## config.mk

```make
export PLATFORM = sky130hd
export DESIGN_NAME = fbsd_flash_bank_sector_decoder
export DESIGN_NICKNAME = d
export VERILOG_FILES = /design/src/fbsd_pkg.sv /design/src/fbsd_flash_bank_sector_decoder.sv /design/src/fbsd_onehot_idx.sv /design/src/fbsd_range_hit.sv
export SDC_FILE = /design/constraint.sdc
export NUM_CORES = 1
export LEC_CHECK = 0
export BUFFER_PORTS_ARGS = -buffer_cell sky130_fd_sc_hd__buf_2
export CAP_MARGIN = 20
export CELL_PAD_IN_SITES_DETAIL_PLACEMENT = 0
export CELL_PAD_IN_SITES_GLOBAL_PLACEMENT = 2
export CORE_MARGIN = 4
export CORE_UTILIZATION = 26
export DETAILED_ROUTE_END_ITERATION = 8
export HOLD_SLACK_MARGIN = 0.12
export PLACE_DENSITY_LB_ADDON = 0.1
export SLEW_MARGIN = 15
export SYNTH_ARGS = -nofsm -noshare
export SYNTH_HDL_FRONTEND = slang
export SYNTH_SLANG_ARGS = --single-unit
```

## constraint.sdc

```tcl
create_clock -name ref_clk -period 1.9 [get_ports ref_clk]
set_input_delay 0.285 -clock ref_clk [delete_from_list [all_inputs] [get_ports ref_clk]]
set_output_delay 0.285 -clock ref_clk [all_outputs]
set_load 0.05 [all_outputs]
```

## src/fbsd_pkg.sv

```systemverilog
/*
 * fbsd_pkg: shared constants for the flash bank and sector decoder.
 * Holds address widths, module regions, the read-mode sector table,
 * the program/erase relocation and the reset values of the outputs.
 * Assumes byte addresses of 24 bits coming from the core and the
 * program/erase controller, all on the one system clock.
 */
package fbsd_pkg;

    localparam int ADDR_W     = 24;
    localparam int NUM_SECT   = 17;
    localparam int NUM_BANK   = 4;
    localparam int SECT_IDX_W = 5;
    localparam int BANK_W     = 2;

    typedef logic [ADDR_W-1:0] fbsd_addr_t;
    typedef logic [BANK_W-1:0] fbsd_bank_t;

    // module regions and the service space above them
    localparam fbsd_addr_t LOWER_BASE = 24'h00_0000;
    localparam fbsd_addr_t LOWER_LAST = 24'h08_ffff;
    localparam fbsd_addr_t UPPER_BASE = 24'h09_0000;
    localparam fbsd_addr_t UPPER_LAST = 24'h0d_ffff;
    localparam fbsd_addr_t CTRL_BASE  = 24'h0e_0000;
    localparam fbsd_addr_t CTRL_LAST  = 24'h0e_ffff;

    // program/erase view: the small low sectors move up into code segment 1
    localparam fbsd_addr_t REMAP_OFFSET = 24'h01_0000;
    localparam int         NUM_REMAP    = 4;

    // read-mode sector table, index = bank 0 sectors 0..9, then banks 1..3
    localparam fbsd_addr_t RD_BASE [NUM_SECT] = '{
        24'h00_0000, 24'h00_2000, 24'h00_4000, 24'h00_6000, 24'h01_8000,
        24'h02_0000, 24'h03_0000, 24'h04_0000, 24'h05_0000, 24'h06_0000,
        24'h07_0000, 24'h08_0000,
        24'h09_0000, 24'h0a_0000, 24'h0b_0000,
        24'h0c_0000, 24'h0d_0000};
    localparam fbsd_addr_t RD_LAST [NUM_SECT] = '{
        24'h00_1fff, 24'h00_3fff, 24'h00_5fff, 24'h00_7fff, 24'h01_ffff,
        24'h02_ffff, 24'h03_ffff, 24'h04_ffff, 24'h05_ffff, 24'h06_ffff,
        24'h07_ffff, 24'h08_ffff,
        24'h09_ffff, 24'h0a_ffff, 24'h0b_ffff,
        24'h0c_ffff, 24'h0d_ffff};
    localparam fbsd_bank_t SECT_BANK [NUM_SECT] = '{
        2'h0, 2'h0, 2'h0, 2'h0, 2'h0, 2'h0, 2'h0, 2'h0, 2'h0, 2'h0,
        2'h1, 2'h1,
        2'h2, 2'h2, 2'h2,
        2'h3, 2'h3};

    // reset values
    localparam logic [NUM_SECT-1:0]   SECT_SEL_RST = 17'h0_0000;
    localparam logic [SECT_IDX_W-1:0] SECT_IDX_RST = 5'h00;
    localparam fbsd_bank_t            BANK_RST     = 2'h0;
    localparam logic [NUM_BANK-1:0]   BUSY_RST     = 4'h0;

    // program/erase controller states, one-hot
    typedef enum logic [1:0] {
        FBSD_PE_IDLE = 2'b01,
        FBSD_PE_BUSY = 2'b10
    } fbsd_pe_state_t;

endpackage : fbsd_pkg

```

## src/fbsd_flash_bank_sector_decoder.sv

```systemverilog
/*
 * fbsd_flash_bank_sector_decoder: address decoding and bank organisation
 * for an on-chip nonvolatile memory of two modules and four banks.
 * Read requests from the core are decoded to module, bank, sector and
 * bus; program/erase requests from the single program/erase controller
 * are decoded in the relocated view and mark their bank busy.
 * Assumes both request ports are driven by logic on ref_clk.
 */
// Overview of operation
// - Two modules of two banks each, and a read of one bank is served while another bank is modified.
// - Every program and erase on any bank goes through the one program/erase controller.
// - The lower 512 Kbytes go over the 32-bit internal bus and the upper 320 Kbytes over the 16-bit peripheral bus.
// - Addresses 0x00_0000 to 0x08_ffff belong to the lower module (512 Kbyte).
// - Addresses 0x09_0000 to 0x0d_ffff belong to the upper module (320 Kbyte).
// - Addresses 0x0e_0000 to 0x0e_ffff are control and service space, never array sectors.
// - Bank 0 holds 384 Kbyte in 10 sectors plus a reserved test sector outside the sector map.
// - Read view: bank 0 sectors 0 to 3 are 8 KB each from 0x00_0000 to 0x00_7fff.
// - Read view: bank 0 sector 4 is 32 KB at 0x01_8000 to 0x01_ffff.
// - Read view: bank 0 sectors 5 to 9 are 64 KB each from 0x02_0000 to 0x06_ffff.
// - Bank 1 holds two 64 KB sectors read at 0x07_0000 and 0x08_0000.
// - Bank 2 holds three 64 KB sectors read at 0x09_0000, 0x0a_0000 and 0x0b_0000.
// - Bank 3 holds two 64 KB sectors read at 0x0c_0000 and 0x0d_0000 over the 16-bit bus.
// - For program or erase the four 8 KB bank 0 sectors are relocated into code segment 1, as the segment remap bit does.
`timescale 1ns/1ps
module fbsd_flash_bank_sector_decoder (
    // clock and reset
    input  wire logic                                ref_clk,
    input  wire logic                                reset_n,
    // core read request
    input  wire logic                                rd_req,
    input  wire logic [fbsd_pkg::ADDR_W-1:0]         rd_addr,
    // read decode result
    output logic                                     rd_done,
    output logic [fbsd_pkg::NUM_SECT-1:0]            rd_sector_sel,
    output logic [fbsd_pkg::SECT_IDX_W-1:0]          rd_sector_idx,
    output logic [fbsd_pkg::BANK_W-1:0]              rd_bank,
    output logic                                     rd_lower_module,
    output logic                                     rd_upper_module,
    output logic                                     rd_ibus_sel,
    output logic                                     rd_xbus_sel,
    output logic                                     rd_ctrl_space,
    output logic                                     rd_unmapped,
    output logic                                     rd_outside,
    output logic                                     rd_bank_conflict,
    // program/erase controller request
    input  wire logic                                pe_start,
    input  wire logic [fbsd_pkg::ADDR_W-1:0]         pe_addr,
    input  wire logic                                pe_done,
    // program/erase decode result and bank state
    output logic                                     pe_accept,
    output logic                                     pe_reject,
    output logic [fbsd_pkg::NUM_SECT-1:0]            pe_sector_sel,
    output logic [fbsd_pkg::SECT_IDX_W-1:0]          pe_sector_idx,
    output logic [fbsd_pkg::BANK_W-1:0]              pe_bank,
    output logic                                     pe_active,
    output logic [fbsd_pkg::NUM_BANK-1:0]            bank_busy
);

    // combinational decode results
    logic [fbsd_pkg::NUM_SECT-1:0]   rd_hit;
    logic [fbsd_pkg::NUM_SECT-1:0]   pe_hit;
    logic [fbsd_pkg::SECT_IDX_W-1:0] rd_idx;
    logic [fbsd_pkg::SECT_IDX_W-1:0] pe_idx;
    logic                            rd_any;
    logic                            pe_any;
    logic                            rd_in_lower;
    logic                            rd_in_upper;
    logic                            rd_in_ctrl;
    logic [fbsd_pkg::BANK_W-1:0]     rd_bank_d;
    logic [fbsd_pkg::BANK_W-1:0]     pe_bank_d;
    logic                            rd_blocked;

    // registered state
    fbsd_pkg::fbsd_pe_state_t        pe_state_q;
    fbsd_pkg::fbsd_pe_state_t        pe_state_d;
    logic                            rd_done_q;
    logic [fbsd_pkg::NUM_SECT-1:0]   rd_sel_q;
    logic [fbsd_pkg::SECT_IDX_W-1:0] rd_idx_q;
    logic [fbsd_pkg::BANK_W-1:0]     rd_bank_q;
    logic                            rd_lower_q;
    logic                            rd_upper_q;
    logic                            rd_ibus_q;
    logic                            rd_xbus_q;
    logic                            rd_ctrl_q;
    logic                            rd_unmapped_q;
    logic                            rd_outside_q;
    logic                            rd_conflict_q;
    logic                            pe_accept_q;
    logic                            pe_reject_q;
    logic [fbsd_pkg::NUM_SECT-1:0]   pe_sel_q;
    logic [fbsd_pkg::SECT_IDX_W-1:0] pe_idx_q;
    logic [fbsd_pkg::BANK_W-1:0]     pe_bank_q;
    logic [fbsd_pkg::NUM_BANK-1:0]   busy_q;

    // module region decode on the read address
    // lower module range
    fbsd_range_hit #(
        .BASE (fbsd_pkg::LOWER_BASE),
        .LAST (fbsd_pkg::LOWER_LAST)
    ) u_rd_lower (
        .addr (rd_addr),
        .hit  (rd_in_lower)
    );

    fbsd_range_hit #(
        .BASE (fbsd_pkg::UPPER_BASE),
        .LAST (fbsd_pkg::UPPER_LAST)
    ) u_rd_upper (
        .addr (rd_addr),
        .hit  (rd_in_upper)
    );

    fbsd_range_hit #(
        .BASE (fbsd_pkg::CTRL_BASE),
        .LAST (fbsd_pkg::CTRL_LAST)
    ) u_rd_ctrl (
        .addr (rd_addr),
        .hit  (rd_in_ctrl)
    );

    // sector matchers, one per sector for each view; the test sector
    // has no entry, so it is never reachable through this decoder
    // all seventeen sectors of the four banks
    for (genvar s = 0; s < fbsd_pkg::NUM_SECT; s++) begin : g_sect
        localparam fbsd_pkg::fbsd_addr_t PE_OFS =
            (s < fbsd_pkg::NUM_REMAP) ? fbsd_pkg::REMAP_OFFSET : '0;

        fbsd_range_hit #(
            .BASE (fbsd_pkg::RD_BASE[s]),
            .LAST (fbsd_pkg::RD_LAST[s])
        ) u_rd (
            .addr (rd_addr),
            .hit  (rd_hit[s])
        );

        fbsd_range_hit #(
            .BASE (fbsd_pkg::RD_BASE[s] + PE_OFS),
            .LAST (fbsd_pkg::RD_LAST[s] + PE_OFS)
        ) u_pe (
            .addr (pe_addr),
            .hit  (pe_hit[s])
        );
    end

    // sector index encoders for both views
    fbsd_onehot_idx #(
        .W  (fbsd_pkg::NUM_SECT),
        .IW (fbsd_pkg::SECT_IDX_W)
    ) u_rd_idx (
        .sel (rd_hit),
        .idx (rd_idx),
        .any (rd_any)
    );

    fbsd_onehot_idx #(
        .W  (fbsd_pkg::NUM_SECT),
        .IW (fbsd_pkg::SECT_IDX_W)
    ) u_pe_idx (
        .sel (pe_hit),
        .idx (pe_idx),
        .any (pe_any)
    );

    // bank lookup from the sector index; zero when nothing hits
    assign rd_bank_d = rd_any ? fbsd_pkg::SECT_BANK[rd_idx] : fbsd_pkg::BANK_RST;
    assign pe_bank_d = pe_any ? fbsd_pkg::SECT_BANK[pe_idx] : fbsd_pkg::BANK_RST;

    // block only the bank under modification
    assign rd_blocked = rd_any && busy_q[rd_bank_d];

    // read result: a pulse marks each decoded request, the fields hold
    // until the next request so the bus side may sample them late
    always_ff @(posedge ref_clk or negedge reset_n) begin
        if (!reset_n) begin
            rd_done_q <= 1'b0;
        end else begin
            rd_done_q <= rd_req;
        end
    end

    // read field capture
    always_ff @(posedge ref_clk or negedge reset_n) begin
        if (!reset_n) begin
            rd_sel_q      <= fbsd_pkg::SECT_SEL_RST;
            rd_idx_q      <= fbsd_pkg::SECT_IDX_RST;
            rd_bank_q     <= fbsd_pkg::BANK_RST;
            rd_lower_q    <= 1'b0;
            rd_upper_q    <= 1'b0;
            rd_ctrl_q     <= 1'b0;
            rd_outside_q  <= 1'b0;
            rd_unmapped_q <= 1'b0;
            rd_conflict_q <= 1'b0;
        end else if (rd_req) begin
            rd_sel_q      <= rd_hit;
            rd_idx_q      <= rd_idx;
            rd_bank_q     <= rd_bank_d;
            rd_lower_q    <= rd_in_lower;
            rd_upper_q    <= rd_in_upper;
            rd_ctrl_q     <= rd_in_ctrl;
            rd_outside_q  <= !(rd_in_lower || rd_in_upper || rd_in_ctrl);
            rd_unmapped_q <= (rd_in_lower || rd_in_upper) && !rd_any;
            rd_conflict_q <= rd_blocked;
        end
    end

    // bus routing; a blocked or unmapped read drives neither bus
    always_ff @(posedge ref_clk or negedge reset_n) begin
        if (!reset_n) begin
            rd_ibus_q <= 1'b0;
            rd_xbus_q <= 1'b0;
        end else if (rd_req) begin
            rd_ibus_q <= rd_any && rd_in_lower && !rd_blocked;
            rd_xbus_q <= rd_any && rd_in_upper && !rd_blocked;
        end
    end

    // program/erase sequencing: one operation at a time, since there is
    // only one controller to carry it; a second start is refused
    // single controller
    always_comb begin
        pe_state_d = pe_state_q;
        case (pe_state_q)
            fbsd_pkg::FBSD_PE_IDLE: begin
                if (pe_start && pe_any) begin
                    pe_state_d = fbsd_pkg::FBSD_PE_BUSY;
                end
            end
            fbsd_pkg::FBSD_PE_BUSY: begin
                if (pe_done) begin
                    pe_state_d = fbsd_pkg::FBSD_PE_IDLE;
                end
            end
            default: begin
                pe_state_d = fbsd_pkg::FBSD_PE_IDLE;
            end
        endcase
    end

    // state register
    always_ff @(posedge ref_clk or negedge reset_n) begin
        if (!reset_n) begin
            pe_state_q <= fbsd_pkg::FBSD_PE_IDLE;
        end else begin
            pe_state_q <= pe_state_d;
        end
    end

    // answers to the controller, one-cycle pulses
    always_ff @(posedge ref_clk or negedge reset_n) begin
        if (!reset_n) begin
            pe_accept_q <= 1'b0;
            pe_reject_q <= 1'b0;
        end else begin
            pe_accept_q <= pe_start && pe_any && (pe_state_q == fbsd_pkg::FBSD_PE_IDLE);
            pe_reject_q <= pe_start && !(pe_any && (pe_state_q == fbsd_pkg::FBSD_PE_IDLE));
        end
    end

    // target of the accepted operation, held while it runs
    always_ff @(posedge ref_clk or negedge reset_n) begin
        if (!reset_n) begin
            pe_sel_q  <= fbsd_pkg::SECT_SEL_RST;
            pe_idx_q  <= fbsd_pkg::SECT_IDX_RST;
            pe_bank_q <= fbsd_pkg::BANK_RST;
        end else if (pe_start && pe_any && (pe_state_q == fbsd_pkg::FBSD_PE_IDLE)) begin
            pe_sel_q  <= pe_hit;
            pe_idx_q  <= pe_idx;
            pe_bank_q <= pe_bank_d;
        end
    end

    // busy bank map follows the state machine, so it is cleared by done
    // and set by an accepted start; the two cannot meet in one cycle
    // mark modified bank
    always_ff @(posedge ref_clk or negedge reset_n) begin
        if (!reset_n) begin
            busy_q <= fbsd_pkg::BUSY_RST;
        end else if (pe_state_q == fbsd_pkg::FBSD_PE_IDLE) begin
            if (pe_start && pe_any) begin
                busy_q <= fbsd_pkg::NUM_BANK'(1) << pe_bank_d;
            end
        end else if (pe_done) begin
            busy_q <= fbsd_pkg::BUSY_RST;
        end
    end

    // outputs straight from flip-flops
    assign rd_done          = rd_done_q;
    assign rd_sector_sel    = rd_sel_q;
    assign rd_sector_idx    = rd_idx_q;
    assign rd_bank          = rd_bank_q;
    assign rd_lower_module  = rd_lower_q;
    assign rd_upper_module  = rd_upper_q;
    assign rd_ibus_sel      = rd_ibus_q;
    assign rd_xbus_sel      = rd_xbus_q;
    assign rd_ctrl_space    = rd_ctrl_q;
    assign rd_unmapped      = rd_unmapped_q;
    assign rd_outside       = rd_outside_q;
    assign rd_bank_conflict = rd_conflict_q;
    assign pe_accept        = pe_accept_q;
    assign pe_reject        = pe_reject_q;
    assign pe_sector_sel    = pe_sel_q;
    assign pe_sector_idx    = pe_idx_q;
    assign pe_bank          = pe_bank_q;
    assign pe_active        = pe_state_q[1];
    assign bank_busy        = busy_q;

endmodule : fbsd_flash_bank_sector_decoder

```

## src/fbsd_onehot_idx.sv

```systemverilog
/*
 * fbsd_onehot_idx: turns a one-hot select vector into its index.
 * Combinational; an all-zero vector gives index zero and any low.
 */
`timescale 1ns/1ps
module fbsd_onehot_idx #(
    parameter int W  = 17,
    parameter int IW = 5
) (
    // one-hot input
    input  wire logic [W-1:0]  sel,
    // encoded result
    output logic [IW-1:0]      idx,
    output logic               any
);

    // or-reduce the positions; a legal one-hot vector has one bit set
    always_comb begin
        idx = '0;
        for (int i = 0; i < W; i++) begin
            if (sel[i]) begin
                idx = idx | IW'(i);
            end
        end
        any = |sel;
    end

endmodule : fbsd_onehot_idx

```

## src/fbsd_range_hit.sv

```systemverilog
/*
 * fbsd_range_hit: tells whether an address falls in one inclusive range.
 * Purely combinational; the caller registers the result.
 */
`timescale 1ns/1ps
module fbsd_range_hit #(
    parameter fbsd_pkg::fbsd_addr_t BASE = 24'h00_0000,
    parameter fbsd_pkg::fbsd_addr_t LAST = 24'h00_0000
) (
    // address under test
    input  wire logic [fbsd_pkg::ADDR_W-1:0] addr,
    // result
    output logic                             hit
);

    // inclusive bounds on both ends
    assign hit = (addr >= BASE) && (addr <= LAST);

endmodule : fbsd_range_hit
```

==> run metrics <==
status=completed; Syn Area/Cell=10.0 um^2; CP endpoint kind=flop; Crit path arrival time=2.02 ns; First DRT Iteration DRCs=79; maximum clock frequency=0.553 GHz; routed wl met2=4140 um; WS Path Type=in -> reg; clock buffer depth=2; vias in the first global route=2707; CTS Root Cell=clkbuf_16; CORE AREA=11600 um^2; HP Class=in -> reg; number of diodes=0; DIE WIDTH=118 um; TritonCTS Buffers=9; total congestion overflow=0; Die ar.=13900 um^2; R2R Setup Slk=0.19 ns; met3 WL post-DR=450 um; post-synth top area cell=dfrtp_1; Post-route DRC=0; pre-CTS setup slack=-0.157 ns; DP Wirelength=6480 um; area overhead of the layout relative to synthesis=31.5%; CTS H-tree depth=3; Worst-Skew Late Latency=0.32 ns; RSZ-0062 raised after global routing=false; Final GP Congestion=0.700; Post-synth EDFFs=0; # IOs=117; FF+latch count, synth=63; most frequent cell after synthesis=dfrtp_1; VDD IR-drop max=321 uV; Synth Warn #=0; top layer in use=met4; GRT Overall Usage=13.0%; share of layout cells above drive strength 1=37.1%; actual slew at the worst max-slew pin=0.396 ns; largest net degree at the start of global routing=37; Period minus WS final=1.81 ns; Syn Inst Count=313; CTS tree=built; syn_nets=366; Post-Layout Cell Count=563; Post-Syn Area=3140 um^2; startpoint types=input pin; final worst slack=0.0902 ns; Die Ht=118 um; Final Power=3.47 mW; first-pass GRT wire length=14500 um; setup violators final=0; Antenna Nets Post-Route=0; Most used DFF post-synth=dfrtp_1; initial core utilization=27.0%; Nets=468; met1 WL=4070 um; Final Hold Viols=0; Max Fanout on Critical Path=23; DR vias/cell=4.64; clock transition at the registers of the reported paths=0.06 ns; FFs w/ async S/R, synth=100%; pwr/cell area=841 nW/um^2; Synth top cells by count=dfrtp_1 (62), inv_1 (31), nand2_1 (24), nor2_1 (22); Routed WL per cell=15.6 um; DR pass1 iterations=4; Synth cell types=53; hold_ws=0.205 ns; top cell type's share of synthesized area=49.4%; fin util=35.6%; Final Cycle Share=95.3%; Buffers on Ports=90; fillcell total=1246; max-slew violation count=0; Post-Route Skew=0.00466 ns; Pleak=2.05 nW; sequential-to-total area share from yosys stat=50.2%; top cells by area, synth=dfrtp_1 (49%), mux2_4 (4.8%), inv_1 (3.7%), o22ai_1 (3.6%), o21ai_0 (2.9%); Max-cap violations=0; Relative slew margins=73.6%; initial antenna violation count=0; Core Rows=39; Inst Count DP=546; CP required=2.11 ns; WL final=8800 um; clk sinks=63; DR vias=2612
through the flow:
step	setup TNS (ns)	area, um^2
5_1_grt	0	4130
3_5_place_dp	-3.00	3830
4_1_cts	0	4130
2_1_floorplan	-1.87	3150
6_report	0	4130
3_3_place_gp	-2.63	3830
layout by cell type (no fill, tap or decap), types with 2 or more instances in the layout:
master and n:
clkbuf_16 9, nor2_1 22, xor2_1 3, or2_2 3, mux2_1 5, nor2b_1 4, clkinv_2 2, nor3_1 7
a31oi_1 3, inv_1 31, buf_2 90, and3_1 2, nand4_1 4, dfrtp_1 61, o22ai_1 18, nand2_1 24
mux2_4 10, o21ai_0 18, mux2i_1 4, buf_4 19, nor3b_1 2, nand3b_1 3, and2_1 3, nand4b_1 2
nand2b_1 8, mux2_2 8, nand3_1 11, or4_1 2, clkbuf_1 2, a21oi_1 11
final timing paths:
path                                         end              from  depth (start not counted)
worst max-delay path            pe_sector_sel[5]       pe_addr[20]                          6
worst min-delay path            rd_sector_sel[2]       rd_addr[13]                          2
worst max register to register  pe_sector_sel[5]     pe_state_q[0]                          5
worst min register to register  pe_sector_sel[8]  pe_sector_sel[8]                          1
max in group asynchronous          pe_state_q[0]           reset_n                          3
min in group asynchronous            rd_unmapped           reset_n                          2
state kept, by name, indices dropped and copies added, names as in the netlist:
register	count
pe_sector_sel	17
rd_sector_sel	17
bank_busy	4
pe_sector_idx	4
rd_sector_idx	4
pe_bank	2
pe_state_q	2
rd_bank	2
pe_accept	1
pe_reject	1
rd_bank_conflict	1
rd_ctrl_space	1
rd_done	1
rd_ibus_sel	1
rd_lower_module	1
rd_outside	1
rd_unmapped	1
rd_upper_module	1
rd_xbus_sel	1
where the power goes:
part	total, mW	leakage (nW)	internal (mW)	switching, mW
registers	1.40	0.859	1.38	0.0201
clock network	1.65	0.144	1.02	0.626
logic	0.431	1.04	0.132	0.299
total	3.47	2.05	2.53	0.946
per-layer routing:
metal / up-vias / global-route usage, %
met5: - / 0
met4: 0 / 5.27
met3: 11 / 3.12
met2: 67 / 21.5
met1: 1247 / 16.4
li1: 1287 / -
final cells by class:
cell class | count | area [um^2] | share of cell area, %
Inverter | 32 | 128 | 3.09
Tap cell | 143 | 179 | 4.33
Clock inverter | 5 | 57.6 | 1.39
Clock buffer | 11 | 233 | 5.64
Timing Repair Buffer | 111 | 623 | 15.1
Sequential cell | 63 | 1580 | 38.2
Multi-Input combinational cell | 198 | 1330 | 32.2
cells by family (layout without fill, tap and decap cells):
group | Yosys count | after routing | synth area share, %
AND/OR/NAND/NOR | 109 | 109 | 18.7
AO/OA/AOI/OAI | 59 | 59 | 12.0
multiplexers | 27 | 27 | 10.7
XOR/XNOR | 3 | 3 | 0.837
flip-flops | 63 | 63 | 50.2
buffers and inverters | 52 | 159 | 7.53
repair_timing:
item / CTS / global route
gates resized for setup: 0 / 1
hold buffers: 1 / 0
endpoints found under the hold margin: 12 / 0
buffers inserted: 0 / 0
setup endpoints to repair: 0 / 24
worst max-delay path, cell delays in order:
cell       delay [ns]
buf_2            0.10
or4_4            0.55
a2111oi_4        0.41
nand2_4          0.12
inv_8            0.17
mux2_2           0.36
Note: power is estimated with default switching activity, not from simulation.
